`config.mk`:
```
export PLATFORM = sky130hd
export DESIGN_NAME = ueb_top
export DESIGN_NICKNAME = d
export VERILOG_FILES = /design/src/logic/ueb_pkg.sv /design/src/logic/ueb_top.sv
export SDC_FILE = /design/constraint.sdc
export NUM_CORES = 1
export LEC_CHECK = 0
export BUFFER_PORTS_ARGS = -buffer_cell sky130_fd_sc_hd__buf_2
export CAP_MARGIN = 20
export CORE_MARGIN = 3
export CORE_UTILIZATION = 40
export CTS_CLUSTER_DIAMETER = 80
export CTS_CLUSTER_SIZE = 10
export DETAILED_ROUTE_END_ITERATION = 7
export SLEW_MARGIN = 30
export SYNTH_ARGS = -nofsm -noshare
export SYNTH_HDL_FRONTEND = slang
export SYNTH_SLANG_ARGS = --single-unit
```
`constraint.sdc`:
```
create_clock -name clock -period 3.62 [get_ports clock]
set_input_delay 0.724 -clock clock [delete_from_list [all_inputs] [get_ports clock]]
set_output_delay 0.724 -clock clock [all_outputs]
set_load 0.005 [all_outputs]
```
`src/logic/ueb_pkg.sv`:
```
package ueb_pkg;
    // Register addresses
    localparam logic [15:0] UEB_ADDR_ERR_STATUS = 16'hff71;
    localparam logic [15:0] UEB_ADDR_CLK_SELECT = 16'hff73;
    localparam logic [15:0] UEB_ADDR_RX_BUFFER = 16'hff74;

    // Reset values
    localparam logic [7:0] UEB_ERR_STATUS_RESET = 8'h00;
    localparam logic [3:0] UEB_SOURCE_SEL_RESET = 4'h0;

    // Field positions
    localparam int UEB_PARITY_ERR_BIT = 2;
    localparam int UEB_FRAME_ERR_BIT = 1;
    localparam int UEB_OVERRUN_ERR_BIT = 0;
    localparam int UEB_SOURCE_SEL_LSB = 4;

    // Source selection codes
    localparam logic [3:0] UEB_SEL_INT_LAST = 4'h7;
    localparam logic [3:0] UEB_SEL_EXT_PIN = 4'h8;

    // Division counts and shift clock idle level
    localparam logic [3:0] UEB_UART_OVERSAMPLE_LAST = 4'hf;
    localparam logic [7:0] UEB_PRESCALE_FULL = 8'hff;
    localparam logic [7:0] UEB_PRESCALE_RESET = 8'h00;
    localparam logic SHIFT_CLK_IDLE = 1'b1;

    // Parity mode codes {parity_mode_hi, parity_mode_lo}
    localparam logic [1:0] UEB_PARITY_NONE = 2'h0;
    localparam logic [1:0] UEB_PARITY_ZERO = 2'h1;
    localparam logic [1:0] UEB_PARITY_ODD = 2'h2;
    localparam logic [1:0] UEB_PARITY_EVEN = 2'h3;

    // Receive buffer FIFO shape
    localparam int UEB_FIFO_WIDTH = 8;
    localparam int UEB_FIFO_DEPTH = 16;

    // One completed reception from the receive shifter
    typedef struct packed {
        logic done;
        logic [7:0] char_data;
        logic parity_bit;
        logic stop_bit;
    } ueb_rx_event_type;

    typedef struct packed {
        logic parity_err_flag;
        logic frame_err_flag;
        logic overrun_err_flag;
    } ueb_status_type;
endpackage : ueb_pkg

```
`src/logic/ueb_top.sv`:
```
// Overview of operation
// RL1 - Error status is 8-bit read-only, reset zero, bits 7..3 zero, parity/frame/overrun.
// RL2 - In 3-wire mode the error status content carries no meaning.
// RL3 - Parity flag set when received parity disagrees with computed parity.
// RL4 - Framing flag set when no valid stop bit is seen.
// RL5 - Only the first stop bit is checked, even with two stop bits.
// RL6 - Overrun flag set when a reception completes before the buffer was read; the code sets it only when all 16 buffer entries are unread.
// RL7 - Until software reads the buffer, every later reception raises overrun again.
// RL8 - Clock select is 8-bit read/write, reset zero, upper nibble field, lower zero.
// RL9 - Codes 0..7 divide system clock by 2^(n), the code by 2^(n+1); code 8 picks external pin.
// RL10 - Software picks the external pin only in UART mode.
// RL11 - Software must not write clock select during a transfer.
// RL12 - UART internal bit rate is system clock over 2^(n+1) times 8; the code divides by 2^(n+1) times 16.
// RL13 - UART external bit rate is the pin clock over 16.
// RL14 - 3-wire internal shift clock is system clock over 2^(n+1); the code gives system clock over 2^(n+2).
// RL15 - External 3-wire shift clock ignores the clock select register.
// RL16 - Software avoids the too-fast settings of n for the system clock.
// RL17 - Software sets the port 2 pin to input when external pin is chosen.
// RL18 - Zero-parity mode skips the parity check and never flags parity.
// RL19 - All three flags are replaced at the end of each reception.
`timescale 1ns/10ps

module ueb_fifo #(
    parameter int WIDTH = 8,
    parameter int DEPTH = 16
) (
    input wire logic clock, // System clock
    input wire logic nrst, // Asynchronous reset, active low
    input wire logic in_valid, // Write request
    output logic in_ready, // Space available
    input wire logic [WIDTH-1:0] in_data, // Write data
    output logic out_valid, // Data available
    input wire logic out_ready, // Read acknowledge
    output logic [WIDTH-1:0] out_data // Head entry
);
    localparam int AW = $clog2(DEPTH);
    logic [WIDTH-1:0] mem [DEPTH];
    logic [AW-1:0] wr_ptr;
    logic [AW-1:0] rd_ptr;
    logic [AW:0] count;
    wire push = in_valid && in_ready;
    wire pop = out_valid && out_ready;

    assign in_ready = count != (AW+1)'(DEPTH);
    assign out_valid = count != '0;
    assign out_data = mem[rd_ptr];

    always_ff @(posedge clock) begin
        if (push) begin
            mem[wr_ptr] <= in_data;
        end
    end

    always_ff @(posedge clock or negedge nrst) begin
        if (!nrst) begin
            wr_ptr <= '0;
            rd_ptr <= '0;
            count <= '0;
        end else begin
            wr_ptr <= push ? wr_ptr + AW'(1) : wr_ptr;
            rd_ptr <= pop ? rd_ptr + AW'(1) : rd_ptr;
            count <= count + (AW+1)'(push) - (AW+1)'(pop);
        end
    end
endmodule : ueb_fifo

module ueb_top (
    input wire logic clock, // System clock, 50 MHz
    input wire logic nrst, // Asynchronous reset, active low
    input wire logic [15:0] reg_addr, // Register address
    input wire logic reg_wr, // Byte write strobe
    input wire logic reg_rd, // Read strobe
    input wire logic [7:0] reg_wdata, // Write data
    output logic [7:0] reg_rdata, // Read data, one cycle after strobe
    input wire logic uart_mode, // UART mode active
    input wire logic three_wire_mode, // 3-wire synchronous mode active
    input wire logic shift_clk_internal, // 3-wire clock from generator
    input wire logic parity_mode_hi, // Parity mode, high bit
    input wire logic parity_mode_lo, // Parity mode, low bit
    input wire logic char_len_8, // Eight-bit characters
    input wire ueb_pkg::ueb_rx_event_type rx_event, // Completed reception
    output logic rx_buf_ready, // Receive buffer has room
    output logic rx_buf_valid, // Receive buffer holds a character
    input wire logic ext_baud_clock_pin, // External baud clock pin
    output logic uart_sample_tick, // Oversampling tick, 16 per bit
    output logic uart_bit_tick, // One tick per bit period
    output logic serial_shift_clock_out, // 3-wire shift clock drive
    output logic serial_shift_clock_oe // 3-wire shift clock enable
);
    import ueb_pkg::*;

    ueb_status_type status;
    logic [3:0] source_sel;
    logic [7:0] prescale;
    logic [3:0] oversample;
    logic ext_meta;
    logic ext_sync;
    logic ext_prev;
    logic shift_clk;
    logic [7:0] rdata;

    // Register decode
    wire sel_status = reg_addr == UEB_ADDR_ERR_STATUS;
    wire sel_clk = reg_addr == UEB_ADDR_CLK_SELECT;
    wire sel_rxbuf = reg_addr == UEB_ADDR_RX_BUFFER;
    wire wr_clk = reg_wr && sel_clk;
    wire rd_rxbuf = reg_rd && sel_rxbuf;

    // Receive checks
    wire [1:0] parity_mode = {parity_mode_hi, parity_mode_lo};
    wire [7:0] char_bits = char_len_8 ? rx_event.char_data : {1'b0, rx_event.char_data[6:0]};
    wire parity_sum = ^char_bits ^ rx_event.parity_bit;
    wire parity_bad = (parity_mode == UEB_PARITY_ODD && !parity_sum) ||
                      (parity_mode == UEB_PARITY_EVEN && parity_sum); // [RL3] [RL18]
    wire frame_bad = !rx_event.stop_bit; // [RL4] [RL5]
    wire rx_done = rx_event.done && uart_mode; // [RL2]
    wire fifo_in_ready;
    wire [7:0] fifo_out_data;

    // Clock generation
    wire sel_internal = source_sel <= UEB_SEL_INT_LAST;
    wire sel_external = source_sel == UEB_SEL_EXT_PIN;
    wire [7:0] div_mask = UEB_PRESCALE_FULL >> (UEB_SEL_INT_LAST[2:0] - source_sel[2:0]);
    wire int_tick = sel_internal && ((prescale & div_mask) == div_mask); // [RL9]
    wire ext_rise = ext_sync && !ext_prev;
    wire source_tick = sel_internal ? int_tick : (sel_external && ext_rise); // [RL9]
    wire shift_active = three_wire_mode && shift_clk_internal; // [RL15]

    assign uart_sample_tick = uart_mode && source_tick; // [RL13]
    assign uart_bit_tick = uart_sample_tick &&
                           oversample == UEB_UART_OVERSAMPLE_LAST; // [RL12] [RL13]
    assign serial_shift_clock_out = shift_clk;
    assign serial_shift_clock_oe = shift_active; // [RL15]
    assign rx_buf_ready = fifo_in_ready;
    assign reg_rdata = rdata;

    ueb_fifo #(
        .WIDTH(UEB_FIFO_WIDTH),
        .DEPTH(UEB_FIFO_DEPTH)
    ) u_rx_fifo (
        .clock(clock),
        .nrst(nrst),
        .in_valid(rx_done),
        .in_ready(fifo_in_ready),
        .in_data(rx_event.char_data),
        .out_valid(rx_buf_valid),
        .out_ready(rd_rxbuf),
        .out_data(fifo_out_data)
    );

    wire [7:0] status_byte = {5'h00, status.parity_err_flag, status.frame_err_flag,
                              status.overrun_err_flag}; // [RL1]
    wire [7:0] next_rdata = sel_status ? status_byte :
                            sel_clk ? {source_sel, 4'h0} : // [RL8]
                            sel_rxbuf ? fifo_out_data : 8'h00;

    always_ff @(posedge clock or negedge nrst) begin
        if (!nrst) begin
            status <= ueb_status_type'(UEB_ERR_STATUS_RESET[2:0]); // [RL1]
        end else if (rx_done) begin
            status.parity_err_flag <= parity_bad; // [RL3] [RL19]
            status.frame_err_flag <= frame_bad; // [RL4] [RL19]
            status.overrun_err_flag <= !fifo_in_ready; // [RL6] [RL7] [RL19]
        end
    end

    always_ff @(posedge clock or negedge nrst) begin
        if (!nrst) begin
            source_sel <= UEB_SOURCE_SEL_RESET; // [RL8]
        end else if (wr_clk) begin
            source_sel <= reg_wdata[UEB_SOURCE_SEL_LSB +: 4]; // [RL8]
        end
    end

    always_ff @(posedge clock or negedge nrst) begin
        if (!nrst) begin
            rdata <= 8'h00;
        end else if (reg_rd) begin
            rdata <= next_rdata;
        end
    end

    // Free-running prescaler, divider taps chosen by source_sel
    always_ff @(posedge clock or negedge nrst) begin
        if (!nrst) begin
            prescale <= UEB_PRESCALE_RESET;
        end else begin
            prescale <= prescale + 8'h01;
        end
    end

    always_ff @(posedge clock or negedge nrst) begin
        if (!nrst) begin
            ext_meta <= 1'b0;
            ext_sync <= 1'b0;
            ext_prev <= 1'b0;
        end else begin
            ext_meta <= ext_baud_clock_pin;
            ext_sync <= ext_meta;
            ext_prev <= ext_sync;
        end
    end

    always_ff @(posedge clock or negedge nrst) begin
        if (!nrst) begin
            oversample <= 4'h0;
        end else if (uart_sample_tick) begin
            oversample <= oversample + 4'h1; // [RL12] [RL13]
        end
    end

    // Toggling on every internal tick doubles the divider period
    always_ff @(posedge clock or negedge nrst) begin
        if (!nrst) begin
            shift_clk <= SHIFT_CLK_IDLE;
        end else if (!shift_active) begin
            shift_clk <= SHIFT_CLK_IDLE;
        end else if (int_tick) begin
            shift_clk <= !shift_clk; // [RL14]
        end
    end
endmodule : ueb_top

```
==> results.yml <==
drt:
  drc: 0
  vias_per_cell: 5.310
  via_count: 4115
  postRouteAntennaNets: 0
  firstDrtPassIters: 4
  drt_first_iter_violations: 261
  avgRoutedWirePerCell_um: 19.45
  routed_wl_mm: 15.08
critical_path:
  rrSetupSlack_ns: 0.96
  cp_slowest_cell: "dfrtp_1"
  critPathCaptureType: "primary output"
  slowest_delay_ns: 0.47
  cp_max_fo: 6
  cp_cell_sequence: "or3b_1, o311ai_1, nor3b_2, a21oi_1, nor4_1, buf_2"
  required_ns: 2.90
  r2r_end: "u_rx_fifo.count[4]"
  arrival_ns: 2.35
  worstSetupStartpoint: "source_sel[2]"
  startpoint_type: "register"
  r2r_start: "u_rx_fifo.count[3]"
  critical-path-top-delay-family: "simple AND/OR/NAND/NOR gates"
  worst-setup-path-type: "register to primary output"
  rr_worst_depth: 15
  cp_num_buf_inv: 1
logic_synthesis:
  synthArstFlopShare: 0.2558
  ys_top_cells_by_count: "edfxtp_1, dfrtp_1, nor2_1, inv_1, a21oi_1"
  seq_area_frac_synth: 0.6666
  synth_edf_count: 128
  syn-num-nets: 514
  synth_top_cells_by_area: "edfxtp_1, dfrtp_1, mux4_1"
  yosysWarnings: 0
  synthDistinctLibCells: 56
  synthMostInstantiatedCell: "edfxtp_1"
  synth_flop_cell: "edfxtp_1"
  netlist.area_leader.share: 0.5180
  syn_avg_cell_area_um2: 16.34
  syn_inst: 454
  synth.largest_area_cell: "edfxtp_1"
  ys_seq_elements: 172
  netlist_area_um2: 7420
run:
  maxCapViolCount: 0
grt:
  grt_max_degree: 45
  overflow: 0
  track_usage: 0.1576
  grt_pass1_wl_mm: 23.93
  first_global_vias: 4232
  antenna_found_initial: 0
floorplanning:
  io_pins: 60
  core-area_um2: 18090
  die_w_um: 142.2
  std_cell_rows: 49
  die_h_um: 142.2
  start_util: 0.4102
  die_area_um2: 20220
clock_tree:
  numCtsBuffers: 17
  cts_resized: 0
  htree_levels: 4
  clock_path_buffers: 2
  cts_tree: "yes"
  clkSlewWorstSetupHoldPaths_ns: 0.07
  clock_latency_ns: 0.42
  cts-root-buf: "clkbuf_16"
  cts.sinks: 172
  hold_buffers: 0
  cts_setup_buffers: 0
power_and_ir_drop:
  combPwrFrac: 0.115
  netSwitchingPower_w: 0.001187
  p_total_w: 0.004808
  power.density_nw_per_um2: 557.6
  p_sw_frac: 0.2468
  p_leak_nw: 3.199
  seqPwrFrac: 0.493
  vdd_drop_max_mv: 0.3487
  p_int_w: 0.003621
  p_clk_frac: 0.392
timing:
  finalSetupViolations: 0
  clock.fmax_mhz: 325.8
  min_period_over_period: 0.8479
  slew-limit-headroom: 0.4101
  finalSetupTns_ns: 0
  hold_violations: 0
  finClkSkew_ns: 0.008037
  period_minus_slack_ns: 3.069
  rsz0062_at_grt: "no"
  tightest_slew_ns: 0.8781
  report.final.slew_viol_count: 0
layout:
  final_net_count: 593
  synthToLayoutAreaGrowth_pct: 16.21
  drive_gt1_frac: 0.2546
  num_antenna_cells: 0
status:
  status: "finished, final reports clean"
placement:
  port_buffers: 55
  place_congestion: 0.7653
  dp_hpwl_mm: 10.13
hold_path:
  min_path_type: "input port to async pin"
## cell type report
class                      instances  area [um2]
timing repair buffer              76       435.4
inverter                          22       82.58
clock buffer                      19       432.9
sequential                       172        4949
fill                            1511        9464
clock inverter                    13       185.2
multi-input combinational        244        2251
tap                              229       286.5
## logic make-up after synthesis
group	Yosys count	synth area share
compound gates	47	0.03946
xor+xnor	25	0.02951
fa+ha+maj	14	0.02462
buf+inv	38	0.03002
flops	172	0.6666
mux	52	0.1342
simple gates	106	0.07555
## worst reg2reg max path, stage by stage (launching register included)
cell	delay, ns
dfrtp_1	0.40
inv_1	0.08
ha_1	0.21
nand3b_1	0.21
nand2_1	0.23
inv_1	0.07
ha_1	0.30
inv_1	0.07
ha_1	0.16
inv_1	0.05
fa_1	0.39
inv_1	0.07
a21oi_1	0.05
nor2_1	0.09
nor2_1	0.06
xnor2_1	0.11
## registers in the layout (all words and copies together), names as in the netlist, 3 cells and up
| signal | count |
|---|---|
| oversample | 4 |
| prescale | 8 |
| reg_rdata | 8 |
| source_sel | 4 |
| status | 3 |
| u_rx_fifo.count | 5 |
| u_rx_fifo.mem | 128 |
| u_rx_fifo.rd_ptr | 4 |
| u_rx_fifo.wr_ptr | 4 |
## placed cells by master (no fill, tap or decap), types with 9 or more instances in the layout
cell type,instances
nand3_1,9
nor2b_1,11
inv_1,22
mux4_2,16
nand2_1,19
edfxtp_1,128
xnor2_1,17
dfrtp_1,41
mux4_1,16
buf_4,22
buf_2,54
clkbuf_16,17
ha_1,13
nor2_1,28
mux2_2,12
a21oi_1,20
## routing by layer
| layer | part of all wire | vias up | track usage |
|---|---|---|---|
| met5 | 0 | - | 0 |
| met4 | 0.011 | 0 | 0.03535 |
| met3 | 0.064 | 11 | 0.04637 |
| met2 | 0.49 | 122 | 0.2579 |
| met1 | 0.44 | 2076 | 0.2105 |
| li1 | - | 1906 | - |
## worst max path at each step
stage                    endpoint  slack, ns  cells past startpoint
2_1_floorplan  u_rx_fifo.count[4]       0.81                     15
3_3_place_gp   u_rx_fifo.count[4]       0.31                     16
3_5_place_dp   u_rx_fifo.count[4]       0.25                     16
4_1_cts             uart_bit_tick       0.55                      6
5_1_grt             uart_bit_tick       0.36                      5
6_report            uart_bit_tick       0.55                      6
## stage by stage
stage                     hold slack, ns  cells  worst slack, ns  utilization  area [um2]
after detailed placement          0.3563    743           0.2511       0.4423        8000
after global placement            0.3418    743           0.3134       0.4423        8000
after global routing              0.3278    775           0.3562       0.4767        8622
final                             0.3003    775           0.5506       0.4767        8622
after floorplan                   0.3312    454           0.8135            -        7420
after CTS                         0.3668    775           0.5520       0.4765        8618
## power groups by stage
stage               Combinational, W  Clock (W)  Sequential (W)
finish                      0.000555    0.00188         0.00237
global route                0.000632    0.00202         0.00239
CTS                         0.000565    0.00192         0.00237
detailed placement          0.000562          0         0.00241
global placement            0.000537          0         0.00240
floorplan                   0.000405          0         0.00237
(Power assumes the default switching activity.)
